### src/scp_defines.vh
// constants shared by the serial command parser and its testbench
// assumes a 250 MHz controller clock and an external uart doing bit framing
`ifndef SCP_DEFINES_VH
`define SCP_DEFINES_VH

// ------------------------------------------------------------------
// link timing
// ------------------------------------------------------------------
`define SCP_CLK_HZ         250000000
`define SCP_BAUD           115200
`define SCP_CHAR_BITS      10
// least character time, rounded up to whole cycles
`define SCP_CHAR_CYC       ((64'd0 + `SCP_CLK_HZ * `SCP_CHAR_BITS + `SCP_BAUD - 1) / `SCP_BAUD)
// history write-back interval in seconds (2.5 hours)
`define SCP_HIST_PERIOD_S  9000
`define SCP_HIST_CYC       (42'd9000 * 42'd250000000)

// ------------------------------------------------------------------
// characters
// ------------------------------------------------------------------
`define SCP_CH_CR    8'h0d
`define SCP_CH_LF    8'h0a
`define SCP_CH_SP    8'h20
`define SCP_CH_ERR   8'h3f
`define SCP_C_HELP   8'h3f
`define SCP_C_DACTAB 8'h52
`define SCP_C_TMRTAB 8'h50
`define SCP_C_VER    8'h58
`define SCP_C_NEVT   8'h6e
`define SCP_C_DUMP   8'h64
`define SCP_C_FLT    8'h78
`define SCP_C_FIRST  8'h79
`define SCP_C_FLASH  8'h51
`define SCP_C_LOGGO  8'h53
`define SCP_C_LOGSTP 8'h73
`define SCP_C_RESET  8'h72
`define SCP_C_ODOT   8'h5a
`define SCP_C_ODOA   8'h7a
`define SCP_C_YES    8'h59
`define SCP_C_FACT   8'h46
`define SCP_HELP_TEXT "?RPXvtcwgndxyVTCWGQSsrZzF"

// ------------------------------------------------------------------
// parameter classes (upper bits of the mirror address)
// ------------------------------------------------------------------
`define SCP_CLS_DAC  3'h0
`define SCP_CLS_TMR  3'h1
`define SCP_CLS_DIO  3'h2
`define SCP_CLS_PWR  3'h3
`define SCP_CLS_PG   3'h4

// dump record: 3 index + space + 12 pattern + space + 8 timestamp
`define SCP_DUMP_LEN 5'd25
`define SCP_DUMP_SP1 5'd3
`define SCP_DUMP_SP2 5'd16
`define SCP_DUMP_MAX 7'd64
`endif

### src/scp_fifo.v
// synchronous fifo, flip-flop storage, valid/ready on both sides
// assumes one clock and a synchronous active-high reset
`timescale 1ns/100ps
module scp_fifo #(
  parameter W     = 8,
  parameter DEPTH = 16,
  parameter AW    = 4
) (
  input  wire         CLK,
  input  wire         SRST,
  input  wire [W-1:0] IN_DATA,
  input  wire         IN_VALID,
  output wire         IN_READY,
  output wire [W-1:0] OUT_DATA,
  output wire         OUT_VALID,
  input  wire         OUT_READY
);
  reg [W-1:0] mem [0:DEPTH-1];
  reg [AW-1:0] wr;
  reg [AW-1:0] rd;
  reg [AW:0]   cnt;
  wire         push = IN_VALID & IN_READY;
  wire         pop  = OUT_VALID & OUT_READY;

  assign IN_READY  = (cnt != DEPTH[AW:0]);
  assign OUT_VALID = (cnt != {(AW+1){1'b0}});
  assign OUT_DATA  = mem[rd];

  always @(posedge CLK) begin
    if (SRST) begin
      wr  <= {AW{1'b0}};
      rd  <= {AW{1'b0}};
      cnt <= {(AW+1){1'b0}};
    end else begin
      if (push) begin
        mem[wr] <= IN_DATA;
        wr      <= (wr == DEPTH[AW-1:0] - 1'b1) ? {AW{1'b0}} : wr + 1'b1;
      end
      if (pop)
        rd <= (rd == DEPTH[AW-1:0] - 1'b1) ? {AW{1'b0}} : rd + 1'b1;
      if (push & ~pop)
        cnt <= cnt + 1'b1;
      else if (pop & ~push)
        cnt <= cnt - 1'b1;
    end
  end
endmodule // scp_fifo

### src/scp_parser.v
// serial command interpreter: line assembly, decode, replies, flash and log control
// assumes a uart outside that delivers and takes bytes; mirror, logger, fault
// latches and odometers live outside and follow the strobes issued here
// Function
// link runs 115200 baud, 8 data bits, no parity, both ends
// data requests answered with the bare number only
// replies keep leading zeros; entries must carry every digit
// printable ascii only, every command and reply ends cr lf
// load parameter and history mirrors from flash before serving
// serial parameter writes touch only the mirror until copy command
// panel changes go to flash on return to top display
// commands accepted while enabled, no lockout
// pulse generator changes apply only at next counter reload
// '?', 'R', 'P', 'X' give help, dac, timer, version info
// lower-case v t c w g n read back a value
// 'd' dumps up to 64 events of 25 characters each
// 'x' returns all fault bits as 8 hex characters
// 'y' returns first-latched fault bits as 8 hex characters
// upper-case letter plus indices plus three hex digits sets value
// history to flash on enabled drop, else every 2.5 hours
// 'Q' forces flash write of parameters and history
// 'S' clears log and starts logging bit changes with timestamp
// 's' stops logger; logger must be stopped before dumping
// 'r' clears fault latches as panel reset; live faults stay
// 'Z' then 'Y' clears tube odometers, then flash write
// 'z' then 'Y' clears antenna odometer, then flash write
// 'F' restores factory parameter values
// anything but 'Y' after odometer reset cancels it
`timescale 1ns/100ps
`include "scp_defines.vh"
module scp_parser #(
  parameter CHAR_CYC  = `SCP_CHAR_CYC,
  parameter [41:0] HIST_CYC = `SCP_HIST_CYC,
  parameter [15:0] FW_VERSION = 16'h0001,
  parameter [31:0] BUILD_DATE = 32'h00000000,
  parameter [7:0]  DAC_COUNT  = 8'h20,
  parameter [7:0]  TMR_COUNT  = 8'h0b,
  parameter        FIFO_DEPTH = 16,
  parameter        FIFO_AW    = 4
) (
  input  wire        CLK,
  input  wire        SRST,
  input  wire [7:0]  RX_DATA,
  input  wire        RX_VALID,
  output reg         RX_READY,
  output reg  [7:0]  TX_DATA,
  output reg         TX_VALID,
  input  wire        TX_READY,
  output reg         READY,
  output reg         FLASH_LOAD,
  input  wire        FLASH_DONE,
  output reg         FLASH_PARAM_WR,
  output reg         FLASH_HIST_WR,
  input  wire        PANEL_TOP,
  input  wire        ENABLED,
  output reg         PG_RELOAD,
  output reg         PARAM_WE,
  output reg         PARAM_RE,
  output reg  [10:0] PARAM_ADDR,
  output reg  [11:0] PARAM_WDATA,
  input  wire [11:0] PARAM_RDATA,
  output reg         FACTORY_LOAD,
  output reg         LOG_START,
  output reg         LOG_STOP,
  input  wire [6:0]  LOG_COUNT,
  output reg  [5:0]  LOG_RADDR,
  input  wire [79:0] LOG_RDATA,
  input  wire [31:0] FAULT_BITS,
  input  wire [31:0] FIRST_FAULT,
  output reg         FAULT_RESET,
  output reg         ODO_TUBE_CLR,
  output reg         ODO_ANT_CLR
);
  // ------------------------------------------------------------------
  // states
  // ------------------------------------------------------------------
  localparam [8:0] S_LOAD = 9'h001, S_BOOT = 9'h002, S_RX  = 9'h004,
                   S_EXEC = 9'h008, S_RDW  = 9'h010, S_EMIT = 9'h020,
                   S_CR   = 9'h040, S_LF   = 9'h080, S_DRD = 9'h100;

  reg  [8:0]   state;
  reg  [7:0]   lbuf [0:7];
  reg  [3:0]   len;
  reg          lerr;
  reg  [1:0]   confirm;
  reg          log_run;
  reg  [199:0] em_val;
  reg  [4:0]   em_n;
  reg  [4:0]   em_pos;
  reg          em_txt;
  reg          dmode;
  reg  [5:0]   didx;
  reg  [6:0]   dleft;
  reg          en_prev;
  reg  [41:0]  hist_cnt;
  reg  [15:0]  pace;

  // ------------------------------------------------------------------
  // hex helpers
  // ------------------------------------------------------------------
  function [4:0] hexv;
    input [7:0] ch;
    begin
      if (ch >= 8'h30 && ch <= 8'h39)
        hexv = {1'b0, ch[3:0]};
      else if ((ch | 8'h20) >= 8'h61 && (ch | 8'h20) <= 8'h66)
        hexv = {1'b0, ch[3:0] + 4'h9};
      else
        hexv = 5'h10;
    end
  endfunction

  function [7:0] hexc;
    input [3:0] n;
    begin
      hexc = (n < 4'ha) ? {4'h3, n} : {4'h4, 4'h0} + {4'h0, n - 4'h9};
    end
  endfunction

  // per-character hex decode of the line
  wire [3:0] dv [0:7];
  wire [7:0] dbad;
  genvar k;
  generate
    for (k = 0; k < 8; k = k + 1) begin : g_hex
      wire [4:0] h = hexv(lbuf[k]);
      assign dv[k]   = h[3:0];
      assign dbad[k] = h[4] & (k != 0) & (k < len);
    end
  endgenerate

  // ------------------------------------------------------------------
  // command decode
  // ------------------------------------------------------------------
  wire [7:0] cmd   = lbuf[0];
  wire [7:0] lc    = cmd | 8'h20;
  wire       upper = (cmd >= 8'h41) && (cmd <= 8'h5a);
  reg  [2:0] cls;
  reg        isprm;
  reg        two;
  always @* begin
    cls   = `SCP_CLS_DAC;
    isprm = 1'b1;
    two   = 1'b1;
    case (lc)
      8'h76:   cls = `SCP_CLS_DAC;
      8'h74:   cls = `SCP_CLS_TMR;
      8'h67:   cls = `SCP_CLS_PG;
      8'h63: begin
        cls = `SCP_CLS_DIO;
        two = 1'b0;
      end
      8'h77: begin
        cls = `SCP_CLS_PWR;
        two = 1'b0;
      end
      default: isprm = 1'b0;
    endcase
  end
  // digit count check
  wire [3:0]  exp_len = 4'd1 + (two ? 4'd2 : 4'd1) + (upper ? 4'd3 : 4'd0);
  wire        bad_prm = lerr | (len != exp_len) | (|dbad);
  wire        bad_one = lerr | (len != 4'd1);
  wire [10:0] p_addr  = two ? {cls, dv[1], dv[2]} : {cls, 4'h0, dv[1]};
  wire [11:0] p_data  = two ? {dv[3], dv[4], dv[5]} : {dv[2], dv[3], dv[4]};

  // ------------------------------------------------------------------
  // reply character and fifo path
  // ------------------------------------------------------------------
  wire       is_sp   = dmode && (em_pos == `SCP_DUMP_SP1 || em_pos == `SCP_DUMP_SP2);
  wire [7:0] em_char = is_sp ? `SCP_CH_SP : em_txt ? em_val[199:192] : hexc(em_val[199:196]);
  wire       f_ivalid = |(state & (S_EMIT | S_CR | S_LF));
  // every reply ends cr lf
  wire [7:0] f_idata  = state[6] ? `SCP_CH_CR : state[7] ? `SCP_CH_LF : em_char;
  wire       f_iready;
  wire [7:0] f_odata;
  wire       f_ovalid;
  // one character handed over per character time so the uart never overruns
  wire       f_oready = ~TX_VALID & (pace == 16'h0000);

  scp_fifo #(
    .W     (8),
    .DEPTH (FIFO_DEPTH),
    .AW    (FIFO_AW)
  ) u_txq (
    .CLK       (CLK),
    .SRST      (SRST),
    .IN_DATA   (f_idata),
    .IN_VALID  (f_ivalid),
    .IN_READY  (f_iready),
    .OUT_DATA  (f_odata),
    .OUT_VALID (f_ovalid),
    .OUT_READY (f_oready)
  );

  // ------------------------------------------------------------------
  // transmit stage with character pacing
  // ------------------------------------------------------------------
  always @(posedge CLK) begin
    if (SRST) begin
      TX_VALID <= 1'b0;
      TX_DATA  <= 8'h00;
      pace     <= 16'h0000;
    end else begin
      if (TX_VALID && TX_READY) begin
        TX_VALID <= 1'b0;
        // character time at 115200 baud
        pace     <= CHAR_CYC[15:0] - 16'h0001;
      end else if (pace != 16'h0000) begin
        pace <= pace - 16'h0001;
      end
      if (f_oready && f_ovalid) begin
        TX_VALID <= 1'b1;
        TX_DATA  <= f_odata;
      end
    end
  end

  // ------------------------------------------------------------------
  // flash write-back and reload strobes
  // ------------------------------------------------------------------
  wire en_fall  = en_prev & ~ENABLED;
  wire hist_hit = (hist_cnt == HIST_CYC - 42'd1);

  // ------------------------------------------------------------------
  // main sequencer
  // ------------------------------------------------------------------
  always @(posedge CLK) begin
    if (SRST) begin
      state          <= S_LOAD;
      RX_READY       <= 1'b0;
      READY          <= 1'b0;
      FLASH_LOAD     <= 1'b0;
      FLASH_PARAM_WR <= 1'b0;
      FLASH_HIST_WR  <= 1'b0;
      PG_RELOAD      <= 1'b0;
      PARAM_WE       <= 1'b0;
      PARAM_RE       <= 1'b0;
      PARAM_ADDR     <= 11'h000;
      PARAM_WDATA    <= 12'h000;
      FACTORY_LOAD   <= 1'b0;
      LOG_START      <= 1'b0;
      LOG_STOP       <= 1'b0;
      LOG_RADDR      <= 6'h00;
      FAULT_RESET    <= 1'b0;
      ODO_TUBE_CLR   <= 1'b0;
      ODO_ANT_CLR    <= 1'b0;
      len            <= 4'h0;
      lerr           <= 1'b0;
      confirm        <= 2'b00;
      log_run        <= 1'b0;
      em_val         <= 200'h0;
      em_n           <= 5'h00;
      em_pos         <= 5'h00;
      em_txt         <= 1'b0;
      dmode          <= 1'b0;
      didx           <= 6'h00;
      dleft          <= 7'h00;
      en_prev        <= 1'b0;
      hist_cnt       <= 42'h0;
    end else begin
      en_prev        <= ENABLED;
      // pulse generator reloads from the mirror only on enable rising
      PG_RELOAD      <= ENABLED & ~en_prev;
      // panel edits reach flash on return to top display
      FLASH_PARAM_WR <= PANEL_TOP & READY;
      // history on enable drop or interval expiry
      FLASH_HIST_WR  <= (en_fall | hist_hit) & READY;
      hist_cnt       <= (FLASH_HIST_WR | hist_hit) ? 42'h0 : hist_cnt + 42'd1;
      FLASH_LOAD     <= 1'b0;
      PARAM_WE       <= 1'b0;
      PARAM_RE       <= 1'b0;
      FACTORY_LOAD   <= 1'b0;
      LOG_START      <= 1'b0;
      LOG_STOP       <= 1'b0;
      FAULT_RESET    <= 1'b0;
      ODO_TUBE_CLR   <= 1'b0;
      ODO_ANT_CLR    <= 1'b0;
      case (state)
        S_LOAD: begin
          // mirrors filled from flash before any command is served
          FLASH_LOAD <= 1'b1;
          state      <= S_BOOT;
        end
        S_BOOT: begin
          if (FLASH_DONE) begin
            READY    <= 1'b1;
            RX_READY <= 1'b1;
            state    <= S_RX;
          end
        end
        S_RX: begin
          // no lockout while enabled
          if (RX_VALID) begin
            if (RX_DATA == `SCP_CH_CR) begin
              RX_READY <= 1'b0;
              state    <= S_EXEC;
            end else if (RX_DATA != `SCP_CH_LF) begin
              // non-printable or overlong lines are rejected
              if (len == 4'h8 || RX_DATA < 8'h20 || RX_DATA > 8'h7e)
                lerr <= 1'b1;
              else begin
                lbuf[len[2:0]] <= RX_DATA;
                len            <= len + 4'h1;
              end
            end
          end
        end
        S_EXEC: begin
          em_val <= 200'h0;
          em_n   <= 5'h00;
          em_pos <= 5'h00;
          em_txt <= 1'b0;
          dmode  <= 1'b0;
          len    <= 4'h0;
          lerr   <= 1'b0;
          state  <= S_CR;
          if (confirm != 2'b00) begin
            confirm <= 2'b00;
            if (!bad_one && cmd == `SCP_C_YES) begin
              // tube odometers after confirmation
              ODO_TUBE_CLR  <= confirm[0];
              // antenna odometer after confirmation
              ODO_ANT_CLR   <= confirm[1];
              FLASH_HIST_WR <= 1'b1;
            end
            // otherwise the pending clear is dropped
          end else if (isprm) begin
            if (bad_prm) begin
              // short entries refused
              em_val[199:192] <= `SCP_CH_ERR;
              em_txt          <= 1'b1;
              em_n            <= 5'd1;
              state           <= S_EMIT;
            end else if (upper) begin
              // serial writes touch only the mirror
              PARAM_WE    <= 1'b1;
              PARAM_ADDR  <= p_addr;
              PARAM_WDATA <= p_data;
            end else begin
              // read from the mirror
              PARAM_RE   <= 1'b1;
              PARAM_ADDR <= p_addr;
              state      <= S_RDW;
            end
          end else if (bad_one) begin
            em_val[199:192] <= `SCP_CH_ERR;
            em_txt          <= 1'b1;
            em_n            <= 5'd1;
            state           <= S_EMIT;
          end else begin
            state <= S_EMIT;
            case (cmd)
              `SCP_C_HELP: begin
                // command letter list
                em_val <= `SCP_HELP_TEXT;
                em_txt <= 1'b1;
                em_n   <= 5'd25;
              end
              `SCP_C_DACTAB: begin
                // channel counts
                em_val[199:192] <= DAC_COUNT;
                em_n            <= 5'd2;
              end
              `SCP_C_TMRTAB: begin
                em_val[199:192] <= TMR_COUNT;
                em_n            <= 5'd2;
              end
              `SCP_C_VER: begin
                em_val[199:152] <= {FW_VERSION, BUILD_DATE};
                em_n            <= 5'd12;
              end
              `SCP_C_NEVT: begin
                // bare value, R3 leading zeros kept
                em_val[199:192] <= {1'b0, LOG_COUNT};
                em_n            <= 5'd2;
              end
              `SCP_C_FLT: begin
                // live fault bits
                em_val[199:168] <= FAULT_BITS;
                em_n            <= 5'd8;
              end
              `SCP_C_FIRST: begin
                // first-latched bits
                em_val[199:168] <= FIRST_FAULT;
                em_n            <= 5'd8;
              end
              `SCP_C_DUMP: begin
                // dump refused while logging
                if (log_run) begin
                  em_val[199:192] <= `SCP_CH_ERR;
                  em_txt          <= 1'b1;
                  em_n            <= 5'd1;
                end else begin
                  // at most 64 records
                  didx  <= 6'h00;
                  dleft <= (LOG_COUNT > `SCP_DUMP_MAX) ? `SCP_DUMP_MAX : LOG_COUNT;
                  LOG_RADDR <= 6'h00;
                  state <= (LOG_COUNT == 7'h00) ? S_CR : S_DRD;
                end
              end
              `SCP_C_FLASH: begin
                // both mirrors to flash
                FLASH_PARAM_WR <= 1'b1;
                FLASH_HIST_WR  <= 1'b1;
                state          <= S_CR;
              end
              `SCP_C_LOGGO: begin
                // clear and start logger
                LOG_START <= 1'b1;
                log_run   <= 1'b1;
                state     <= S_CR;
              end
              `SCP_C_LOGSTP: begin
                // stop logger
                LOG_STOP <= 1'b1;
                log_run  <= 1'b0;
                state    <= S_CR;
              end
              `SCP_C_RESET: begin
                // same strobe as panel reset
                FAULT_RESET <= 1'b1;
                state       <= S_CR;
              end
              `SCP_C_ODOT: begin
                confirm <= 2'b01;
                state   <= S_CR;
              end
              `SCP_C_ODOA: begin
                confirm <= 2'b10;
                state   <= S_CR;
              end
              `SCP_C_FACT: begin
                // factory defaults
                FACTORY_LOAD <= 1'b1;
                state        <= S_CR;
              end
              default: begin
                em_val[199:192] <= `SCP_CH_ERR;
                em_txt          <= 1'b1;
                em_n            <= 5'd1;
              end
            endcase
          end
        end
        S_RDW: begin
          em_val[199:188] <= PARAM_RDATA;
          em_n            <= 5'd3;
          state           <= S_EMIT;
        end
        S_DRD: begin
          // index, pattern and timestamp in one record
          em_val[199:108] <= {6'h00, didx, LOG_RDATA};
          em_n            <= `SCP_DUMP_LEN;
          em_pos          <= 5'h00;
          dmode           <= 1'b1;
          didx            <= didx + 6'h01;
          dleft           <= dleft - 7'h01;
          state           <= S_EMIT;
        end
        S_EMIT: begin
          if (f_iready) begin
            em_pos <= em_pos + 5'h01;
            em_n   <= em_n - 5'h01;
            if (!is_sp)
              em_val <= em_txt ? {em_val[191:0], 8'h00} : {em_val[195:0], 4'h0};
            if (em_n == 5'h01)
              state <= S_CR;
          end
        end
        S_CR: begin
          if (f_iready)
            state <= S_LF;
        end
        S_LF: begin
          if (f_iready) begin
            if (dmode && dleft != 7'h00) begin
              LOG_RADDR <= didx;
              state     <= S_DRD;
            end else begin
              dmode    <= 1'b0;
              RX_READY <= 1'b1;
              state    <= S_RX;
            end
          end
        end
        default: state <= S_LOAD;
      endcase
    end
  end
endmodule // scp_parser

### config.mk
export PLATFORM = sky130hd
export DESIGN_NAME = scp_parser
export DESIGN_NICKNAME = d
export VERILOG_FILES = /design/src/scp_fifo.v /design/src/scp_parser.v
export VERILOG_INCLUDE_DIRS = /design/src
export SDC_FILE = /design/constraint.sdc
export NUM_CORES = 1
export LEC_CHECK = 0
export ABC_AREA = 1
export BUFFER_PORTS_ARGS = -buffer_cell sky130_fd_sc_hd__clkbuf_2
export CAP_MARGIN = 20
export CORE_UTILIZATION = 26
export DETAILED_ROUTE_END_ITERATION = 8
export PLACE_DENSITY = 0.52
export SETUP_SLACK_MARGIN = 0.5
export SYNTH_ARGS = -nofsm -noshare
export SYNTH_HDL_FRONTEND = slang
export SYNTH_HIERARCHICAL = 1
export SYNTH_SLANG_ARGS = --single-unit
### constraint.sdc
create_clock -name CLK -period 7.1 [get_ports CLK]
set_input_delay 1.42 -clock CLK [delete_from_list [all_inputs] [get_ports CLK]]
set_output_delay 1.42 -clock CLK [all_outputs]
set_load 0.01 [all_outputs]
==> impl_metrics.json <==
{
  "final_area_um2": 31800,
  "area_delta_synth_final_pct": 17.3,
  "wire_per_inst_um": 16.6,
  "final_layout_size_suffix_gt1_share_pct": 11.4,
  "ys_warn_count": 6,
  "dieWidth_um": 325,
  "grt_max_degree": 109,
  "fin_skew_ps": 37.6,
  "first_iter_violations": 1907,
  "maxSlewViolCount": 0,
  "dieHeight_um": 325,
  "outcome": "completed",
  "setup_viol": 0,
  "core_area_um2": 103000,
  "clock-root-buffer": "clkbuf_16",
  "syn_area_um2": 27100,
  "overflow": 0,
  "maxSlewHeadroom_pct": 26.4,
  "start_util_pct": 26.2,
  "final.fill_count": 11207,
  "crit_path_start_kind": "flop",
  "power.switching_mw": 2.16,
  "fin_nets": 3931,
  "yosysSeqAreaShare_pct": 46.8,
  "antenna_found_initial": 15,
  "drtAntennaViolNets": 0,
  "clockBufferDepth": 3,
  "cts_made_buffers": 67,
  "fin_cells": 5155,
  "syn_inst": 3552,
  "ys.flop_type": "dfxtp_1",
  "synth_nets": 3769,
  "synth_cell_types": 59,
  "hpwl_um": 59100,
  "worst_pin_slew_ps": 1100,
  "synthArstFlopShare_pct": 0,
  "final.setup.tns_ps": 0,
  "period_minus_slack_ps": 3930,
  "gp_congestion": 0.839,
  "grt_use_total_pct": 15.8,
  "rows": 118,
  "cts_sinks": 541,
  "grt_pass1_wl_um": 133000,
  "vias": 24184,
  "crit_type": "reg2reg",
  "die-area_um2": 106000,
  "p_int_mw": 5.60,
  "io_pins": 230,
  "clk_latency_ps": 630,
  "path_clk_slew_ps": 60,
  "peakVddDrop_mv": 0.143,
  "rsz0062_at_grt": "no",
  "cts_tree": "built",
  "first_pass_iters": 8,
  "worst_ep_arrival_time_ps": 4450,
  "ys_ff_latch": 541,
  "cts_resized": 0,
  "syn_avg_cell_area_um2": 7.63,
  "max-cap-violations": 0,
  "clkPwrFrac_pct": 44.1,
  "seqPwrFrac_pct": 43.5,
  "drt_wl_total_um": 85600,
  "finalHoldViolations": 0,
  "dp_cells": 5020,
  "hold_path_class": "reg2reg",
  "place.port_buffers": 229,
  "combPwrFrac_pct": 12.4,
  "cts_setup_buffers": 0,
  "synth_edf_count": 184,
  "hold_buffers": 0,
  "swShare_pct": 27.9,
  "post-route-period-util_pct": 55.4,
  "postPlaceCellArea_um2": 29500,
  "via_per_inst": 4.69,
  "grt_pass1_vias": 22831,
  "cts.htree.levels": 3,
  "end_kind": "flop",
  "crit_fanout": 53,
  "powerDensity_nw_per_um2": 244,
  "fmax_mhz": 254,
  "worst_ep_required_time_ps": 7620,
  "drcViolationCount": 0,
  "p_leak_nw": 12.1,
  "utilization_pct": 30.7
}
==> sequential cells by signal, summed over array words and instances, names as in the netlist, 4 cells and up, named ones only <==
register,cells
u_txq/cnt,5
u_txq/rd,4
PARAM_WDATA,12
pace,16
didx,6
lbuf,56
state,9
em_pos,5
len,4
TX_DATA,8
dleft,7
u_txq/wr,4
LOG_RADDR,6
em_val,187
u_txq/mem,128
PARAM_ADDR,11
em_n,5
hist_cnt,42
==> area by class of cell <==
type                            instances  area (µm²)  area share [%]
Timing Repair Buffer                  268        1450            4.57
Clock buffer                           94        1850            5.82
Inverter                              434        1640            5.15
Multi-Input combinational cell       2402       12000            37.9
Sequential cell                       541       12700            39.9
Clock inverter                         29         364            1.15
Tap cell                             1380        1730            5.43
Antenna cell                            7        17.5          0.0551
==> metal layers <==
| metal | vias to the layer above | routed length, µm | GRT usage, % | part of all wire [%] |
|---|---|---|---|---|
| met1 | 11293 | 39700 | 21.3 | 46 |
| li1 | 12236 | - | - | - |
| met3 | 129 | 4700 | 3.00 | 5.5 |
| met5 | - | 81 | 0 | 0.095 |
| met2 | 512 | 38900 | 25.2 | 45 |
| met4 | 14 | 2120 | 5.23 | 2.5 |
==> per-stage QoR <==
| step | hold slack, ps | setup slack [ps] | power (mW) |
|---|---|---|---|
| after global placement | 413 | 3100 | 4.40 |
| final | 437 | 3170 | 7.77 |
| after CTS | 433 | 3140 | 7.87 |
| after floorplan | 398 | 3950 | 4.10 |
| after global routing | 460 | 2770 | 8.12 |
| after detailed placement | 411 | 3110 | 4.41 |
==> power groups by stage <==
stage                     sequential (mW)  clock, mW  combinational, mW
after floorplan                      3.42          0              0.674
after global placement               3.44          0              0.954
after detailed placement             3.44          0              0.962
after CTS                            3.38       3.53              0.967
after global routing                 3.39       3.65               1.08
final                                3.38       3.43              0.959
==> kinds of logic after synthesis <==
kind of cell	after synthesis	synth area share [%]
AO/OA/AOI/OAI	754	16.3
flip-flops	541	46.8
multiplexers	16	0.591
XOR/XNOR	39	1.26
AND/OR/NAND/NOR	1554	24.3
adder cells (fa/ha/maj)	39	1.83
buffers and inverters	609	8.90
==> synthesized netlist by cell type (all sizes together), types with 11 or more instances <==
library cell,number,share of area (%)
nand2,824,11
inv,430,6.0
nor2,360,5.3
dfxtp,357,26
a21oi,280,5.2
o21ai,234,4.4
nand3,198,3.7
edfxtp,184,20
clkbuf,104,1.4
buf,71,1.4
nor3,66,1.3
o22ai,50,1.2
nand4,46,1.1
ha,38,1.8
a211oi,35,0.99
o221ai,34,1.1
a31oi,31,0.72
a221oi,27,0.87
xor2,25,0.81
a22o,22,0.71
mux2i,16,0.59
or2,16,0.37
nor4,15,0.35
nor3b,14,0.39
o211ai,14,0.39
xnor2,14,0.45
nand3b,11,0.30
==> critical path, cell delays in order, from the launching register on <==
cell	delay, ps
dfxtp_1	310
inv_1	100
ha_1	160
inv_1	40
nand2_1	40
o21ai_0	70
nor2_1	180
inv_1	190
nand3_1	130
buf_4	430
nand2_1	550
buf_4	430
inv_2	740
nor2_1	110
a221oi_1	270
==> worst paths after layout <==
check | start | to | slack, ps | cells past startpoint
worst max-delay path | em_pos[0] | em_val[107] | 3170 | 14
worst min-delay path | en_prev | PG_RELOAD | 440 | 1
worst max register to register | em_pos[0] | em_val[107] | 3170 | 14
worst min register to register | en_prev | PG_RELOAD | 440 | 1
==> cell usage in the layout (no fill, tap or decap), drive strengths merged, types with 38 or more instances in the layout <==
cell    instances
inv           433
nor2          360
ha             38
nor3           66
nand3         198
edfxtp        184
o21ai         234
nand4          46
dfxtp         357
nand2         824
a21oi         280
o22ai          50
clkbuf        325
Power figures use the tool's default switching activity.
